===== config.mk =====
export PLATFORM = sky130hd
export DESIGN_NAME = ccm_top
export DESIGN_NICKNAME = d
export VERILOG_FILES = /design/src/core/ccm_pkg.sv /design/src/core/ccm_t3_if.sv /design/src/core/ccm_timer3.sv /design/src/core/ccm_pin_drive.sv /design/src/core/ccm_top.sv
export VERILOG_INCLUDE_DIRS = /design/src /design/src/core
export SDC_FILE = /design/constraint.sdc
export NUM_CORES = 1
export LEC_CHECK = 0
export BUFFER_PORTS_ARGS = -buffer_cell sky130_fd_sc_hd__buf_2
export CORE_MARGIN = 5
export CORE_UTILIZATION = 47
export CTS_CLUSTER_SIZE = 14
export DETAILED_ROUTE_END_ITERATION = 10
export GPL_ROUTABILITY_DRIVEN = 0
export PLACE_DENSITY = 0.67
export SLEW_MARGIN = 20
export SYNTH_ARGS = -nofsm -noshare
export SYNTH_HDL_FRONTEND = slang
export SYNTH_SLANG_ARGS = --single-unit

===== constraint.sdc =====
create_clock -name sys_clk -period 3.4 [get_ports sys_clk]
set_input_delay 0 -clock sys_clk [delete_from_list [all_inputs] [get_ports sys_clk]]
set_output_delay 0 -clock sys_clk [all_outputs]
set_load 0.02 [all_outputs]

===== src/core/ccm_consts.svh =====
// Register map, field positions, reset values and mode codes of the
// capture/compare mode control block. Definitions only.
`ifndef CCM_CONSTS_SVH
`define CCM_CONSTS_SVH

// Register offsets on the plain register port
`define CCM_A_T3_LO     4'h0
`define CCM_A_T3_HI     4'h1
`define CCM_A_T3_CTL    4'h2
`define CCM_A_UC1       4'h3
`define CCM_A_UDL1      4'h4
`define CCM_A_UDH1      4'h5
`define CCM_A_UC2       4'h6
`define CCM_A_UDL2      4'h7
`define CCM_A_UDH2      4'h8
`define CCM_A_STAT      4'h9
`define CCM_A_CFG       4'hA
`define CCM_A_LAST      4'hA

// Timer3 control fields
`define CCM_T3C_ON      0
`define CCM_T3C_EXT     1
`define CCM_T3C_SEL1    3
`define CCM_T3C_PS      5:4
`define CCM_T3C_SEL2    6
`define CCM_T3C_RD16    7
`define CCM_T3C_RESET   8'h00

// Unit control fields
`define CCM_UC_MODE     3:0
`define CCM_UC_DUTY     5:4
`define CCM_UC_RESET    6'h00

// Status and configuration fields
`define CCM_ST_OVF      0
`define CCM_ST_IRQEN    1
`define CCM_ST_UIF      2
`define CCM_CFG_OD1     0
`define CCM_CFG_OD2     1
`define CCM_CFG_PINSEL  2
`define CCM_CFG_OSCEN   3
`define CCM_CFG_RESET   4'h4

// Unit mode codes
`define CCM_M_OFF       4'h0
`define CCM_M_CMP_TOG   4'h2
`define CCM_M_CAP_FALL  4'h4
`define CCM_M_CAP_RISE  4'h5
`define CCM_M_CAP_R4    4'h6
`define CCM_M_CMP_SET   4'h8
`define CCM_M_CMP_CLR   4'h9
`define CCM_M_CMP_SWI   4'hA
`define CCM_M_CMP_SEV   4'hB

`endif


===== src/core/ccm_pkg.sv =====
// Types shared by the capture/compare mode control block.
// Assumes ccm_consts.svh is on the include path.
package ccm_pkg;
    typedef enum logic [1:0] {
        CCM_KIND_OFF = 2'b00,
        CCM_KIND_CAP = 2'b01,
        CCM_KIND_CMP = 2'b10,
        CCM_KIND_PWM = 2'b11
    } ccm_kind_t;

    // Reserved codes 1 and 3 behave as a disabled unit; 7 decodes as capture
    function automatic ccm_kind_t ccm_kind_of(input logic [3:0] m);
        ccm_kind_t k;
        k = CCM_KIND_OFF;
        if (m[3:2] == 2'b11)
            k = CCM_KIND_PWM;
        else if (m[3:2] == 2'b01)
            k = CCM_KIND_CAP;
        else if (m[3] || m == 4'h2)
            k = CCM_KIND_CMP;
        return k;
    endfunction
endpackage


===== src/core/ccm_t3_if.sv =====
// Control and status bundle between the register block and timer3.
// Assumes both ends share one clock.
`timescale 1ns/1ps
interface ccm_t3_if;
    logic        on;
    logic        ext_sel;
    logic [1:0]  prescale;
    logic        ext_rise;
    logic        wr_lo;
    logic        wr_hi;
    logic [15:0] wdata;
    logic        sev_reset;
    logic [15:0] count;
    logic        wrap;
    modport ctl (output on, ext_sel, prescale, ext_rise, wr_lo, wr_hi, wdata, sev_reset,
                 input count, wrap);
    modport tmr (input on, ext_sel, prescale, ext_rise, wr_lo, wr_hi, wdata, sev_reset,
                 output count, wrap);
endinterface


===== src/core/ccm_timer3.sv =====
// 16-bit timer3 counter with 1/2/4/8 prescale and trigger reset.
// Assumes ext_rise is a one-cycle pulse already synchronous to clk.
`timescale 1ns/1ps
module ccm_timer3
(
    // Clock and reset
    input wire logic clk,
    input wire logic rst_n,
    // Control and count
    ccm_t3_if.tmr    t3
);
    logic [15:0] count;
    logic [2:0]  pre;
    logic [15:0] next_count;
    logic [2:0]  next_pre;

    wire       src_tick = t3.ext_sel ? t3.ext_rise : 1'b1;
    wire [2:0] pre_max  = {&t3.prescale, t3.prescale[1], |t3.prescale};
    wire       step     = t3.on & src_tick & (pre == pre_max);
    wire       sw_wr    = t3.wr_lo | t3.wr_hi;

    // A write or a trigger reset is never counted as an overflow
    assign t3.wrap  = step & (count == 16'hFFFF) & ~sw_wr & ~t3.sev_reset;
    assign t3.count = count;

    always_comb
    begin
        next_count = count;
        if (sw_wr)
            next_count = {t3.wr_hi ? t3.wdata[15:8] : count[15:8],
                          t3.wr_lo ? t3.wdata[7:0] : count[7:0]};
        else if (t3.sev_reset)
            next_count = 16'h0000;
        else if (step)
            next_count = count + 16'h0001;
        next_pre = pre;
        if (t3.wr_lo || t3.sev_reset || step)
            next_pre = 3'h0;
        else if (t3.on && src_tick)
            next_pre = pre + 3'h1;
    end

    always_ff @(posedge clk or negedge rst_n)
    begin
        if (!rst_n)
        begin
            count <= 16'h0000;
            pre   <= 3'h0;
        end
        else
        begin
            count <= next_count;
            pre   <= next_pre;
        end
    end
endmodule


===== src/core/ccm_pin_drive.sv =====
// Pin multiplexer: unit outputs onto three pins, with open-drain option.
// Assumes the port logic supplies direction and data latch per pin.
`timescale 1ns/1ps
module ccm_pin_drive
(
    // Unit side
    input  wire logic [1:0] u_drive,
    input  wire logic [1:0] u_out,
    input  wire logic [1:0] u_od,
    input  wire logic       pin_sel,
    output wire logic [1:0] u_in,
    // Port side: 0 first unit, 1 default second, 2 alternate second
    input  wire logic [2:0] dir_out,
    input  wire logic [2:0] port_latch,
    input  wire logic [2:0] pin_in,
    output wire logic [2:0] pin_out,
    output wire logic [2:0] pin_oe
);
    wire [2:0] owner = {~pin_sel, pin_sel, 1'b0};
    wire [1:0] unit2_in_sel = {1'b0, pin_sel};

    assign u_in = {unit2_in_sel[0] ? pin_in[1] : pin_in[2], pin_in[0]};

    for (genvar p = 0; p < 3; p++)
    begin : g_pin
        wire mine = (p == 0) ? 1'b1 : owner[p];
        wire drv  = mine & u_drive[owner[p]];
        wire od   = u_od[owner[p]];
        // Direction comes from the port; the unit picks the level, and in open-drain also releases the pin
        assign pin_out[p] = drv ? (od ? 1'b0 : u_out[owner[p]]) : port_latch[p];
        assign pin_oe[p]  = dir_out[p] & (drv & od ? ~u_out[owner[p]] : 1'b1);
    end
endmodule


===== src/core/ccm_top.sv =====
// Mode control for two capture/compare/PWM units and the timer3 counter.
// Assumes all inputs are synchronous to sys_clk; timer1, timer2 and the
// A/D converter live outside and are seen through plain ports.
//
// The register offsets and the address-and-strobe port were left to the implementer.
`timescale 1ns/1ps
`include "ccm_consts.svh"
module ccm_top
    import ccm_pkg::*;
#(
    parameter int DUTY_W = 10
)
(
    // Clock and reset
    input  wire logic        sys_clk,
    input  wire logic        nrst,
    // Register port
    input  wire logic [3:0]  addr,
    input  wire logic [7:0]  wr_data,
    input  wire logic        wr_en,
    input  wire logic        rd_en,
    output logic      [7:0]  rd_data,
    // Timers and converter outside
    input  wire logic [15:0] t1_count,
    input  wire logic        t3_ext_rise,
    input  wire logic [9:0]  t2_count10,
    input  wire logic        t2_period,
    input  wire logic        adc_enabled,
    output wire logic        adc_start,
    output wire logic        t1_reset,
    output wire logic        t1_osc_enable,
    // Interrupt requests
    output wire logic        t3_irq_req,
    output wire logic [1:0]  unit_irq_flag,
    // Pins
    input  wire logic [2:0]  pin_in,
    input  wire logic [2:0]  pin_dir_out,
    input  wire logic [2:0]  port_latch,
    output wire logic [2:0]  pin_out,
    output wire logic [2:0]  pin_oe
);
    if (DUTY_W != 10)
    begin : g_bad_width
        $error("ccm_top: duty width must be 10");
    end

    // Reset release through two flops
    logic rst_meta;
    logic rst_n;

    always_ff @(posedge sys_clk or negedge nrst)
    begin
        if (!nrst)
        begin
            rst_meta <= 1'b0;
            rst_n    <= 1'b0;
        end
        else
        begin
            rst_meta <= 1'b1;
            rst_n    <= rst_meta;
        end
    end

    // Register decode
    wire wr_t3_lo  = wr_en & (addr == `CCM_A_T3_LO);
    wire wr_t3_hi  = wr_en & (addr == `CCM_A_T3_HI);
    wire wr_t3_ctl = wr_en & (addr == `CCM_A_T3_CTL);
    wire wr_stat   = wr_en & (addr == `CCM_A_STAT);
    wire wr_cfg    = wr_en & (addr == `CCM_A_CFG);
    wire rd_t3_lo  = rd_en & (addr == `CCM_A_T3_LO);

    logic [7:0] t3_ctl;
    logic [7:0] t3_hi_buf;
    logic [3:0] cfg;
    logic       ovf_flag;
    logic       irq_en;
    logic [7:0] next_rd_data;

    wire rd16    = t3_ctl[`CCM_T3C_RD16];
    wire sel2    = t3_ctl[`CCM_T3C_SEL2];
    wire sel1    = t3_ctl[`CCM_T3C_SEL1];
    wire [1:0] use_t3 = {sel2 | sel1, sel2};

    // Timer3
    ccm_t3_if t3b ();

    assign t3b.on       = t3_ctl[`CCM_T3C_ON];
    assign t3b.ext_sel  = t3_ctl[`CCM_T3C_EXT];
    assign t3b.prescale = t3_ctl[`CCM_T3C_PS];
    assign t3b.ext_rise = t3_ext_rise;
    // Buffered mode: low-byte write carries the buffered high byte along
    assign t3b.wr_lo    = wr_t3_lo;
    assign t3b.wr_hi    = rd16 ? wr_t3_lo : wr_t3_hi;
    assign t3b.wdata    = rd16 ? {t3_hi_buf, wr_data} : {wr_data, wr_data};

    ccm_timer3 u_timer3
    (
        .clk   (sys_clk),
        .rst_n (rst_n),
        .t3    (t3b.tmr)
    );

    // Per-unit results gathered for sharing
    wire [1:0] u_drive;
    wire [1:0] u_out;
    wire [1:0] u_sev;
    wire [1:0] u_in;
    wire [1:0] u_flag;
    wire [7:0] reg_view [0:10];

    assign t3b.sev_reset = |(u_sev & use_t3);
    assign t1_reset      = |(u_sev & ~use_t3);
    // First unit trigger never reaches the converter
    assign adc_start     = u_sev[1] & adc_enabled;
    assign unit_irq_flag = u_flag;

    for (genvar i = 0; i < 2; i++)
    begin : g_unit
        localparam logic [3:0] A_CTL = (i == 0) ? `CCM_A_UC1 : `CCM_A_UC2;
        localparam logic [3:0] A_DL  = (i == 0) ? `CCM_A_UDL1 : `CCM_A_UDL2;
        localparam logic [3:0] A_DH  = (i == 0) ? `CCM_A_UDH1 : `CCM_A_UDH2;

        logic [5:0]  ctrl;
        logic [15:0] data;
        logic [1:0]  duty_lat;
        logic        flag;
        logic        out_lat;
        logic        pin_d;
        logic        match_d;
        logic [3:0]  pre;
        logic        next_out;
        logic [15:0] next_data;
        logic [3:0]  next_pre;
        ccm_kind_t   kind;

        wire [3:0]  mode   = ctrl[`CCM_UC_MODE];
        wire [3:0]  wmode  = wr_data[`CCM_UC_MODE];
        wire        wr_ctl = wr_en & (addr == A_CTL);
        wire        wr_dl  = wr_en & (addr == A_DL);
        wire        wr_dh  = wr_en & (addr == A_DH);
        wire [15:0] base   = use_t3[i] ? t3b.count : t1_count;

        assign kind = ccm_kind_of(mode);

        // Capture edges and event prescale
        wire rise     = u_in[i] & ~pin_d;
        wire fall     = ~u_in[i] & pin_d;
        wire is_cap   = (kind == CCM_KIND_CAP);
        wire pre_full = (mode == `CCM_M_CAP_R4) ? (pre == 4'h3) : (pre == 4'hF);
        wire cap_ev   = is_cap & (((mode == `CCM_M_CAP_FALL) & fall)
                                | ((mode == `CCM_M_CAP_RISE) & rise)
                                | (mode[1] & rise & pre_full));

        // Compare acts once per arrival at the match value
        wire match    = (kind == CCM_KIND_CMP) & (base == data);
        wire hit      = match & ~match_d;
        wire is_pwm   = (kind == CCM_KIND_PWM);
        wire [9:0] duty_now = {data[15:8], duty_lat};
        wire pwm_end  = is_pwm & (t2_count10 == duty_now);

        assign u_sev[i]   = hit & (mode == `CCM_M_CMP_SEV);
        assign u_drive[i] = is_pwm | ((kind == CCM_KIND_CMP)
                                      & (mode != `CCM_M_CMP_SWI));
        assign u_out[i]   = out_lat;
        assign u_flag[i]  = flag;

        assign reg_view[A_CTL] = {2'b00, ctrl};
        assign reg_view[A_DL]  = data[7:0];
        assign reg_view[A_DH]  = data[15:8];

        always_comb
        begin
            next_out = out_lat;
            if (wr_ctl)
            begin
                if (wmode == `CCM_M_OFF)
                    next_out = 1'b0;
                else if (wmode == `CCM_M_CMP_SET)
                    next_out = 1'b0;
                else if (wmode == `CCM_M_CMP_CLR)
                    next_out = 1'b1;
            end
            else if (kind == CCM_KIND_OFF)
                next_out = 1'b0;
            else if (is_pwm)
            begin
                if (t2_period)
                    next_out = 1'b1;
                else if (pwm_end)
                    next_out = 1'b0;
            end
            else if (hit)
            begin
                case (mode)
                    `CCM_M_CMP_TOG: next_out = ~out_lat;
                    `CCM_M_CMP_SET: next_out = 1'b1;
                    `CCM_M_CMP_CLR: next_out = 1'b0;
                    default:        next_out = out_lat;
                endcase
            end
        end

        always_comb
        begin
            next_data = data;
            if (wr_dl)
                next_data[7:0] = wr_data;
            if (wr_dh)
                next_data[15:8] = wr_data;
            // Duty low byte moves to the high half at each period start
            if (is_pwm && t2_period)
                next_data[15:8] = data[7:0];
            // A newer capture overwrites whatever is still unread
            if (cap_ev)
                next_data = base;
        end

        always_comb
        begin
            next_pre = pre;
            if (!is_cap)
                next_pre = 4'h0;
            else if (mode[1] && rise)
                next_pre = pre_full ? 4'h0 : pre + 4'h1;
        end

        always_ff @(posedge sys_clk or negedge rst_n)
        begin
            if (!rst_n)
            begin
                ctrl     <= `CCM_UC_RESET;
                data     <= 16'h0000;
                duty_lat <= 2'h0;
                out_lat  <= 1'b0;
                pin_d    <= 1'b0;
                match_d  <= 1'b0;
                pre      <= 4'h0;
            end
            else
            begin
                if (wr_ctl)
                    ctrl <= wr_data[5:0];
                if (is_pwm && t2_period)
                    duty_lat <= ctrl[`CCM_UC_DUTY];
                data    <= next_data;
                out_lat <= next_out;
                pin_d   <= u_in[i];
                match_d <= match;
                pre     <= next_pre;
            end
        end

        // Hardware set wins over a software clear in the same cycle
        always_ff @(posedge sys_clk or negedge rst_n)
        begin
            if (!rst_n)
                flag <= 1'b0;
            else if (cap_ev || (hit && mode != `CCM_M_OFF))
                flag <= 1'b1;
            else if (wr_stat)
                flag <= wr_data[`CCM_ST_UIF + i];
        end
    end

    // Pin routing and drivers
    ccm_pin_drive u_pins
    (
        .u_drive    (u_drive),
        .u_out      (u_out),
        .u_od       (cfg[`CCM_CFG_OD2:`CCM_CFG_OD1]),
        .pin_sel    (cfg[`CCM_CFG_PINSEL]),
        .u_in       (u_in),
        .dir_out    (pin_dir_out),
        .port_latch (port_latch),
        .pin_in     (pin_in),
        .pin_out    (pin_out),
        .pin_oe     (pin_oe)
    );

    // Timer3 control, buffer, configuration
    always_ff @(posedge sys_clk or negedge rst_n)
    begin
        if (!rst_n)
        begin
            t3_ctl    <= `CCM_T3C_RESET;
            t3_hi_buf <= 8'h00;
            cfg       <= `CCM_CFG_RESET;
            irq_en    <= 1'b0;
        end
        else
        begin
            if (wr_t3_ctl)
                t3_ctl <= wr_data;
            if (wr_cfg)
                cfg <= wr_data[3:0];
            if (wr_stat)
                irq_en <= wr_data[`CCM_ST_IRQEN];
            // Low-byte read freezes the high byte for a coherent pair
            if (rd16 && rd_t3_lo)
                t3_hi_buf <= t3b.count[15:8];
            else if (rd16 && wr_t3_hi)
                t3_hi_buf <= wr_data;
        end
    end

    // Overflow flag: set wins, cleared only by writing zero
    always_ff @(posedge sys_clk or negedge rst_n)
    begin
        if (!rst_n)
            ovf_flag <= 1'b0;
        else if (t3b.wrap)
            ovf_flag <= 1'b1;
        else if (wr_stat)
            ovf_flag <= wr_data[`CCM_ST_OVF];
    end

    assign t3_irq_req    = ovf_flag & irq_en;
    assign t1_osc_enable = cfg[`CCM_CFG_OSCEN];

    // Read view of the remaining registers
    assign reg_view[`CCM_A_T3_LO]  = t3b.count[7:0];
    assign reg_view[`CCM_A_T3_HI]  = rd16 ? t3_hi_buf : t3b.count[15:8];
    assign reg_view[`CCM_A_T3_CTL] = t3_ctl;
    assign reg_view[`CCM_A_STAT]   = {4'h0, u_flag, irq_en, ovf_flag};
    assign reg_view[`CCM_A_CFG]    = {4'h0, cfg};

    // Read data stand for one cycle only; unmapped reads give zero
    assign next_rd_data = (rd_en && addr <= `CCM_A_LAST) ? reg_view[addr] : 8'h00;

    always_ff @(posedge sys_clk or negedge rst_n)
    begin
        if (!rst_n)
            rd_data <= 8'h00;
        else
            rd_data <= next_rd_data;
    end
endmodule


==> results of run 1 <==
[cells in the mapped netlist, types with 4 or more instances]
cell | n | share of area (%)
nor4_1 | 5 | 0.39
nor2b_1 | 20 | 1.5
a21oi_1 | 65 | 4.0
nand2_1 | 65 | 3.0
o21ai_0 | 60 | 3.7
nand2b_1 | 24 | 1.9
xnor2_1 | 26 | 2.8
and2_1 | 6 | 0.46
a21boi_0 | 6 | 0.56
clkbuf_1 | 45 | 2.1
nor3b_1 | 4 | 0.37
nor3_1 | 23 | 1.4
nand3_1 | 13 | 0.80
mux2i_1 | 76 | 9.4
nand3b_1 | 5 | 0.46
nor2_1 | 73 | 3.4
buf_1 | 7 | 0.32
o211ai_1 | 13 | 1.2
and3_1 | 8 | 0.62
a31oi_1 | 5 | 0.39
mux2_2 | 43 | 6.0
nor4_2 | 4 | 0.62
mux4_2 | 10 | 2.8
or3_1 | 7 | 0.54
inv_1 | 20 | 0.93
a211oi_1 | 13 | 1.2
o21ai_1 | 5 | 0.31
o2111ai_1 | 6 | 0.65
or2_2 | 5 | 0.39
xor2_1 | 27 | 2.9
o22ai_1 | 12 | 0.93
o21a_1 | 4 | 0.37
dfrtp_1 | 114 | 35
o311ai_0 | 4 | 0.43
ha_1 | 4 | 0.62
buf_2 | 4 | 0.25
[area by class of cell]
class	instances	share of cell area [%]
flip-flops and latches	115	30.5
well taps	225	2.97
diodes	1	0.0264
clock inverters	10	1.11
repair buffers	116	7.80
inverters	20	0.793
clock buffers	22	5.12
multi-input cells	698	51.7
[per-layer routing]
metal / GRT usage, % / vias up / routed length [um]
met5: 0 / - / 0
met4: 12.9 / 0 / 1200
met3: 5.12 / 81 / 2560
met2: 40.3 / 435 / 11800
met1: 39.6 / 3588 / 11500
li1: - / 3409 / -
[sequential cells by signal, summed over array words and instances, names as in the netlist, 3 cells and up]
| signal | count |
|---|---|
| cfg | 4 |
| u_timer3.t3.count | 16 |
| g_unit.pre | 8 |
| g_unit.ctrl | 12 |
| t3_hi_buf | 8 |
| g_unit.duty_lat | 4 |
| g_unit.data | 32 |
| u_timer3.pre | 3 |
| rd_data | 8 |
| t3_ctl | 8 |
[cells in the final DEF, fill, tap and decap left out, types with 7 or more instances in the layout]
cell type,instances
dfrtp_1,113
mux2i_1,76
buf_2,73
nor2_1,72
a21oi_1,65
nand2_1,65
o21ai_0,60
mux2_2,43
xor2_1,27
buf_4,27
xnor2_1,26
nand2b_1,24
nor3_1,23
nor2b_1,20
inv_1,20
clkbuf_16,17
dlygate4sd3_1,15
o211ai_1,13
nand3_1,13
a211oi_1,13
o22ai_1,12
mux4_2,10
and3_1,8
or3_1,7
[worst max-delay path, delay by kind of cell (launching register included)]
family | cells | cell delay (ns)
compound gates | 2 | 0.31
flops | 1 | 0.48
buf+inv | 1 | 0.22
mux | 1 | 0.34
simple gates | 5 | 1.65
[final timing paths]
path / endpoint / startpoint / slack, ns
worst max-delay path: u_timer3.t3.count[5] / t3_ctl[6] / 0.30
worst min-delay path: g_unit[1].data[15] / t1_count[15] / 0.005
worst max register to register: u_timer3.t3.count[5] / t3_ctl[6] / 0.30
worst min register to register: rst_n / rst_meta / 0.35
max in group asynchronous: u_timer3.pre[0] / rst_n / 2.03
min in group asynchronous: rst_n / nrst / 0.42
[per-stage QoR]
step	total power (W)	setup WS, ns	utilization (%)	std cells	cell area, um^2
after floorplan	0.00395	0.872	-	895	8100
after global placement	0.00471	0.525	50.9	1159	8710
after detailed placement	0.00474	0.381	51.0	1159	8720
after CTS	0.00657	0.361	55.3	1206	9460
after global routing	0.00696	0.166	55.3	1207	9470
final	0.00662	0.297	55.3	1207	9470
[logic make-up after synthesis]
logic type,Yosys count
other,1
AOI/OAI and AO/OA,235
buffers and inverters,82
xor gates and xnor gates,53
muxes,130
DFF,115
adders and majority gates,4
and+or+nand+nor,275
[power by group through the flow]
stage | Combinational [W] | Clock, W | Sequential (W)
2_1_floorplan | 0.00179 | 0 | 0.00216
4_1_cts | 0.00226 | 0.00180 | 0.00251
3_5_place_dp | 0.00222 | 0 | 0.00253
3_3_place_gp | 0.00218 | 0 | 0.00253
5_1_grt | 0.00252 | 0.00186 | 0.00258
6_report | 0.00229 | 0.00179 | 0.00254
[repair_timing]
item                                    4_1_cts  5_1_grt
endpoints found under the setup margin        0        0
setup buffers                                 0        0
endpoints found under the hold margin        17        0
hold buffers                                 15        0
==> flow_metrics.tcl, run 1 <==
set metrics [dict create \
    grt_pass1_wl_um 42000 \
    clk_latency_ns 0.42 \
    initial_core_util_pct 47.3 \
    multi_input_area_um2 4900 \
    syn-num-nets 953 \
    clockBufferDepth 2 \
    fp.dieW_um 141 \
    dieArea_um2 20000 \
    status "completed" \
    syn_inst 895 \
    final-seq-area_um2 2880 \
    synthXorXnorAreaFrac_pct 5.73 \
    grt-ovfl-total 0 \
    grt_setup_unrepaired "no" \
    area.growth.synth_to_final_pct 16.8 \
    n_fill_cell 1541 \
    coreArea_um2 17100 \
    combPwrFrac_pct 34.6 \
    post-route-period-util_pct 91.3 \
    via_per_inst 6.22 \
    dp_hpwl_um 19500 \
    finalSetupViolCount 0 \
    slowest_stage "dfrtp_1" \
    skew_ns 0.0105 \
    synth_edf_count 0 \
    ant_nets 0 \
    dieHeight_um 141 \
    synth_simple_gate_area_share_pct 17.2 \
    drt_iter0_markers 1103 \
    synth_warnings 0 \
    hold_depth 3 \
    drc 0 \
    worst_ir_drop_vdd_v 0.000378 \
    path_class "flop to flop" \
    yosysSeqAreaShare_pct 35.5 \
    h-tree-depth 4 \
    nets 1026 \
    netlist_area_um2 8100 \
    io_buffers 73 \
    synth_top_family_by_area "multiplexers" \
    synth_compound_area_share_pct 18.2 \
    synthAdderAreaFrac_pct 0.618 \
    io_pins 74 \
    grt_max_degree 59 \
    avgRoutedWirePerCell_um 22.4 \
    track_usage_pct 27.5 \
    cp_cell_sequence "buf_4 > or3b_2 > and3_1 > nor4_1 > and4_1 > a32oi_1 > or3_4 > mux2_4 > o22ai_1" \
    fin_crit_ns 3.10 \
    wl_um 27100 \
    via_count 7513 \
    cp_max_fo 10 \
    setup-tns-final_ns 0 \
    drv_cap 0 \
    p_clk_share_pct 27.1 \
    switching_share_pct 39.1 \
    cts-root-buf "clkbuf_16" \
    arrival_ns 3.44 \
    slew_headroom_pct 38.9 \
    rows 48 \
    ys.flop_type "dfrtp_1" \
    cts_resized 0 \
    hold_ws_ns 0.00531 \
    ys_ff_latch 115 \
    synthMuxAreaShare_pct 18.3 \
    fmax_mhz 322 \
    worstRegToRegCells 9 \
    startpoint_type "flop" \
    avgSynthCellArea_um2 9.05 \
    hp-class "input pin to flop" \
    critical-path-max-stage-delay_ns 0.48 \
    final_max_slew_viol_count 0 \
    async_reset_ff_share_pct 100 \
    crit_required_ns 3.73 \
    clkTransAtPathRegs_ns 0.05 \
    numCtsBuffers 17 \
    p_leak_nw 4.10 \
    hold_viol 0 \
    power_switching_w 0.00259 \
    seqPwrFrac_pct 38.4 \
    synth_cell_types 73 \
    endpoint_kind "flop" \
    grt_antenna_before_repair 1 \
    cts_tree "built" \
    drive_gt1_share_pct 20.7 \
    p_int_w 0.00404 \
    cts_sinks 115 \
    dr.pass1.iters 7 \
    p_per_area_nw_per_um2 700 \
    grt_pass1_vias 6988 \
    worstMarginPinSlew_ns 0.914 \
]
Power figures use the tool's default switching activity.
==> run 2: changes to the inputs <==
Settings changed: PLACE_DENSITY 0.67 to 0.64.
Clock period 3.4 ns to 3.6 ns, I/O delays scaled along.
==> run 2 against run 1 <==
  * Final area is essentially flat
  * Worst setup slack gained 0.37 ns
  * Combinational power shrank 6%
  * First-iteration DRC count shrank 21%
  * Clock skew shrank 0.0027 ns
  * Via count shrank 0.67%
  * Global-route usage grew 0.57 points
  * Sequential power shrank 6%
  * Critical path depth shrank 1
  * Critical path type unchanged
  * Critical endpoint unchanged
  * Largest power group unchanged
  * Highest routed layer is now met5
==> flow_metrics.tcl, run 2 (synthesis results as in run 1) <==
set metrics [dict create \
    drv_cap 0 \
    clk_latency_ns 0.43 \
    largest_register "g_unit.data" \
    grt_pass1_vias 7128 \
    cp_cell_sequence "or2_2 > a211o_1 > o32ai_1 > and4_1 > a32oi_1 > or3_4 > mux2_4 > o22ai_1" \
    area.growth.synth_to_final_pct 16.8 \
    worst_ir_drop_vdd_v 0.000389 \
    ant_nets 0 \
    top_regs "g_unit.data: 32 flops, u_timer3.t3.count: 16 flops, g_unit.ctrl: 12 flops" \
    seqPwrFrac_pct 38.6 \
    dr.pass1.iters 7 \
    dpl_worst_slack_ns 0.716 \
    post-route-period-util_pct 81.6 \
    fp.dieW_um 141 \
    fin_area_um2 9460 \
    rows 48 \
    setup_slack_ns 0.664 \
    slowest_stage "dfrtp_1" \
    h-tree-depth 4 \
    track_usage_pct 28.1 \
    io_pins 74 \
    avgRoutedWirePerCell_um 22.8 \
    cp_max_fo 15 \
    slew_headroom_pct 46.9 \
    cts-root-buf "clkbuf_16" \
    grt_pass1_wl_um 42400 \
    hold_ws_ns 0.0258 \
    arrival_ns 3.28 \
    critical-path-max-stage-delay_ns 0.54 \
    initial_core_util_pct 47.3 \
    skew_ns 0.00779 \
    hold_buffers 19 \
    cts_resized 0 \
    placed_cells 1157 \
    dp_hpwl_um 19700 \
    largest_reg_flops 32 \
    dieArea_um2 20000 \
    mostFrequentLayoutCells "dfrtp_1 (113), mux2i_1 (76), buf_2 (73)" \
    hp-class "input pin to flop" \
    placed_area_um2 8700 \
    combPwrFrac_pct 35.0 \
    crit_required_ns 3.94 \
    p_clk_share_pct 26.4 \
    cts_setup_buffers 0 \
    switching_share_pct 40.4 \
    fmax_mhz 341 \
    fin_crit_ns 2.94 \
    drc 0 \
    via_count 7463 \
    wl_um 27600 \
    clockBufferDepth 2 \
    num_antenna_cells 0 \
    status "completed" \
    crit_family "simple AND/OR/NAND/NOR gates" \
    clkTransAtPathRegs_ns 0.06 \
    numCtsBuffers 17 \
    cts_sinks 115 \
    drive_gt1_share_pct 20.5 \
    worstMarginPinSlew_ns 0.794 \
    dr_wl_met2_um 12000 \
    final_max_slew_viol_count 0 \
    grt-ovfl-total 0 \
    final_common_cell "dfrtp_1" \
    drt_iter0_markers 867 \
    highest_layer "met5" \
    setup-tns-final_ns 0 \
    p_per_area_nw_per_um2 653 \
    stdcell_count 1208 \
    startpoint_type "flop" \
    power_switching_w 0.00249 \
    endpoint_kind "flop" \
    dieHeight_um 141 \
    hold_viol 0 \
    p_int_w 0.00368 \
    p_leak_nw 4.08 \
    via_per_inst 6.18 \
    cts_tree "built" \
    grt_max_degree 76 \
    grt_antenna_before_repair 2 \
    path_class "flop to flop" \
    finalSetupViolCount 0 \
    met3_length_um 2560 \
    io_buffers 73 \
    coreArea_um2 17100 \
    nets 1028 \
    met1_length_um 11900 \
    crit_buf_inv 0 \
    grt_setup_unrepaired "no" \
]
run 2: cell types whose count changed in the layout (fill, tap and decap cells not counted), moves of 2 or more:
cell,delta
clkbuf_8,-4
inv_6,+2
clkinv_2,-3
clkinvlp_4,+3
buf_4,-2
dlygate4sd3_1,+4
clkinv_4,+4
run 2: worst paths after layout:
check	startpoint	to	slack [ns]	cells after the start
max reg2reg	t3_ctl[3]	u_timer3.t3.count[5]	0.66	8
min	wr_data[6]	t3_hi_buf[6]	0.03	3
min reg2reg	rst_n	g_unit[1].pre[1]	0.33	0
max	t3_ctl[3]	u_timer3.t3.count[5]	0.66	8
max in group asynchronous	rst_n	t3_hi_buf[5]	2.44	1
min in group asynchronous	rst_n	g_unit[1].pre[1]	0.33	0
run 2: metrics by stage:
stage,util (%),total power [W]
after floorplan,-,0.00373
after global placement,50.8,0.00444
after detailed placement,50.8,0.00447
after CTS,55.2,0.00613
after global routing,55.3,0.00649
final,55.3,0.00617
run 2: routing by layer:
metal	track usage, %	up-vias
met5	0	-
met1	39.0	3566
met3	6.98	77
met2	41.5	402
met4	12.9	2
li1	-	3416
run 2: area by class of cell:
type,instances,area (um^2)
multi-input cells,698,4900
clock inverters,15,135
fillers,1532,7660
repair buffers,118,763
inverters,20,75.1
clock buffers,17,425
well taps,225,282
flip-flops and latches,115,2880
run 2: power groups by stage:
stage                     clock, W  sequential, W  combinational [W]
after floorplan                  0        0.00204            0.00169
after global placement           0        0.00237            0.00207
after detailed placement         0        0.00237            0.00210
after CTS                  0.00164        0.00235            0.00213
after global routing       0.00170        0.00242            0.00237
final                      0.00163        0.00238            0.00216
run 2: tightest hold or removal path, cell delays in order:
cell	delay, ns
buf_2	0.19
mux2i_1	0.14
a21oi_1	0.08
==> run 3: changes to the inputs <==
Settings changed: ABC_AREA from default to 1.
Clock period 3.6 ns to 2.75 ns, I/O delays scaled along.
==> run 3 against run 2 <==
  * Register-to-register slack got worse by 0.43 ns
  * Via count grew 25%
  * Final area increased by 2.6%
  * Combinational power rose by 66%
  * Total power is 48% higher
  * Die area grew 0.60%
  * Critical endpoint is now t1_reset
  * Highest routed layer is now met4
==> flow_metrics.tcl, run 3 <==
set metrics [dict create \
    status "completed" \
    drv_cap 0 \
    drc 0 \
    netlist.area_leader.share_pct 35.0 \
    hp-class "input pin to flop" \
    grt-ovfl-total 0 \
    final_common_cell "nand2_1" \
    io_buffers 73 \
    yosysMostFrequentCell "nand2_1" \
    nets 1395 \
    dp_hpwl_um 24700 \
    syn_inst 1236 \
    cts_sinks 115 \
    drive_gt1_share_pct 12.2 \
    synth_compound_area_share_pct 17.2 \
    setup-tns-final_ns 0 \
    worstMarginPinSlew_ns 0.802 \
    cts_tree "built" \
    synth_top_area_cell "dfrtp_1" \
    worst_ir_drop_vdd_v 0.000536 \
    crit_required_ns 2.75 \
    slowest_stage "dfrtp_1" \
    num_antenna_cells 0 \
    cts-root-buf "clkbuf_16" \
    via_count 9324 \
    dr.pass1.iters 6 \
    startpoint_type "flop" \
    ys.flop_type "dfrtp_1" \
    post-route-period-util_pct 94.9 \
    dieHeight_um 142 \
    synth_edf_count 0 \
    dieArea_um2 20100 \
    track_usage_pct 32.6 \
    clockBufferDepth 2 \
    cp_cell_sequence "inv_1 > nor2_1 > nor2_1 > nor2_1 > nand4_1 > nor2_1 > nand3b_1 > nor2_2 > nand4_1 > a21oi_1 > buf_2" \
    mostFrequentLayoutCells "nand2_1 (416), inv_1 (146), o21ai_0 (115)" \
    synthTopCellsByArea "dfrtp_1 (35%), nand2_1 (19%), o21ai_0 (7.1%)" \
    arrival_ns 2.61 \
    yosysSeqAreaShare_pct 35.3 \
    rows 48 \
    synth_simple_gate_area_share_pct 34.4 \
    initial_core_util_pct 47.5 \
    skew_ns 0.0122 \
    wl_um 32300 \
    p_per_area_nw_per_um2 939 \
    drt_iter0_markers 1166 \
    synthMuxAreaShare_pct 0.261 \
    synth_warnings 0 \
    fin_crit_ns 2.61 \
    grt_pass1_wl_um 49500 \
    ys_ff_latch 115 \
    cp_max_fo 7 \
    synth_cell_types 47 \
    finalSetupViolCount 0 \
    avgSynthCellArea_um2 6.60 \
    async_reset_ff_share_pct 100 \
    synthXorXnorAreaFrac_pct 3.22 \
    grt_antenna_before_repair 0 \
    numCtsBuffers 17 \
    ant_nets 0 \
    n_fill_cell 1734 \
    path_class "flop to output pin" \
    p_leak_nw 4.80 \
    cpMostUsedCell "nor2_1" \
    avgRoutedWirePerCell_um 20.5 \
    final_max_slew_viol_count 0 \
    endpoint_kind "output pin" \
    grt_setup_unrepaired "no" \
    grt_pass1_vias 8667 \
    fp.dieW_um 142 \
    largest_register "g_unit.data" \
    coreArea_um2 17200 \
    synth_top_family_by_area "simple AND/OR/NAND/NOR gates" \
    fmax_mhz 383 \
    netlist_area_um2 8150 \
    via_per_inst 5.92 \
    hold_viol 0 \
    top_regs "g_unit.data: 32 flops, u_timer3.t3.count: 16 flops, g_unit.ctrl: 12 flops" \
    largest_reg_flops 32 \
    synth_common_cells "nand2_1 (416), inv_1 (147), o21ai_0 (115), dfrtp_1 (114), nor2_1 (107)" \
    stdcell_count 1575 \
    grt_max_degree 46 \
    placed_cells 1531 \
    h-tree-depth 4 \
    clkTransAtPathRegs_ns 0.06 \
    area.growth.synth_to_final_pct 19.0 \
    synthAdderAreaFrac_pct 0.614 \
    io_pins 74 \
    critical-path-max-stage-delay_ns 0.38 \
    clk_latency_ns 0.43 \
    syn-num-nets 1294 \
    slew_headroom_pct 46.5 \
]
==> run 3: changes by cell type after synthesis, sizes merged, moves of 24 or more <==
cell    delta
xnor2     -24
nand2    +356
nand2b    -24
inv      +129
nand4     +34
clkbuf    -25
nor2      +38
a21oi     -46
mux2      -43
o21ai     +54
mux2i     -75
nand3     +73
==> run 3: power breakdown <==
part	switching (W)	internal, W	total (W)
logic	0.00233	0.00124	0.00358
registers	0.000790	0.00225	0.00304
clock network	0.000826	0.00167	0.00250
total	0.00395	0.00517	0.00912
==> run 3: cell type report <==
type                    instances  area [um^2]  area share (%)
inverters                     150          568            5.85
clock inverters                10          180            1.86
repair buffers                117          767            7.90
clock buffers                  22          474            4.89
multi-input cells             936         4550            46.9
flip-flops and latches        115         2880            29.7
well taps                     225          282            2.90
==> run 3: final timing paths <==
kind | cells after the start | slack [ns] | to | startpoint
hold reg to reg | 0 | 0.35 | rst_n | rst_meta
min in group asynchronous | 0 | 0.37 | u_timer3.t3.count[7] | rst_n
setup reg to reg | 12 | 0.23 | u_timer3.t3.count[13] | u_timer3.t3.count[0]
hold / removal | 5 | 0.03 | g_unit[0].data[2] | t1_count[2]
max in group asynchronous | 1 | 1.68 | cfg[2] | rst_n
setup / recovery | 11 | 0.14 | t1_reset | g_unit[1].ctrl[1]
==> run 3: critical path, delay by kind of cell (launching register included) <==
kind | cells | cell delay, ns
compound gates | 1 | 0.24
buf+inv | 2 | 0.35
flops | 1 | 0.38
simple gates | 8 | 1.20
==> run 3: per-stage QoR <==
step / total power [W] / utilization (%) / area [um^2] / hold WS, ns / setup slack [ns]
4_1_cts: 0.00899 / 56.4 / 9690 / 0.0102 / 0.0581
6_report: 0.00912 / 56.5 / 9710 / 0.0300 / 0.140
3_5_place_dp: 0.00646 / 51.9 / 8920 / -0.214 / 0.162
3_3_place_gp: 0.00645 / 51.9 / 8920 / -0.212 / 0.176
5_1_grt: 0.00964 / 56.5 / 9710 / 0.0305 / 0.00103
2_1_floorplan: 0.00519 / - / 8160 / -0.296 / 0.671
==> run 3: repair_timing <==
item                                   in CTS  in global routing
setup endpoints to repair                   0                 26
setup buffers                               0                  0
endpoints found under the hold margin      22                  0
resized for setup                           0                  6
hold buffers                               12                  0
==> run 3: logic make-up after synthesis <==
group	after synthesis
and+or+nand+nor	674
AOI/OAI and AO/OA	225
buffers and inverters	185
DFF	115
xor gates and xnor gates	30
adders and majority gates	4
muxes	2
other	1
==> run 3: layer usage <==
layer / track usage (%) / wire length [um]
met5: 0 / 0
met2: 48.9 / 13900
met4: 17.8 / 2030
met3: 7.72 / 3680
met1: 43.3 / 12700
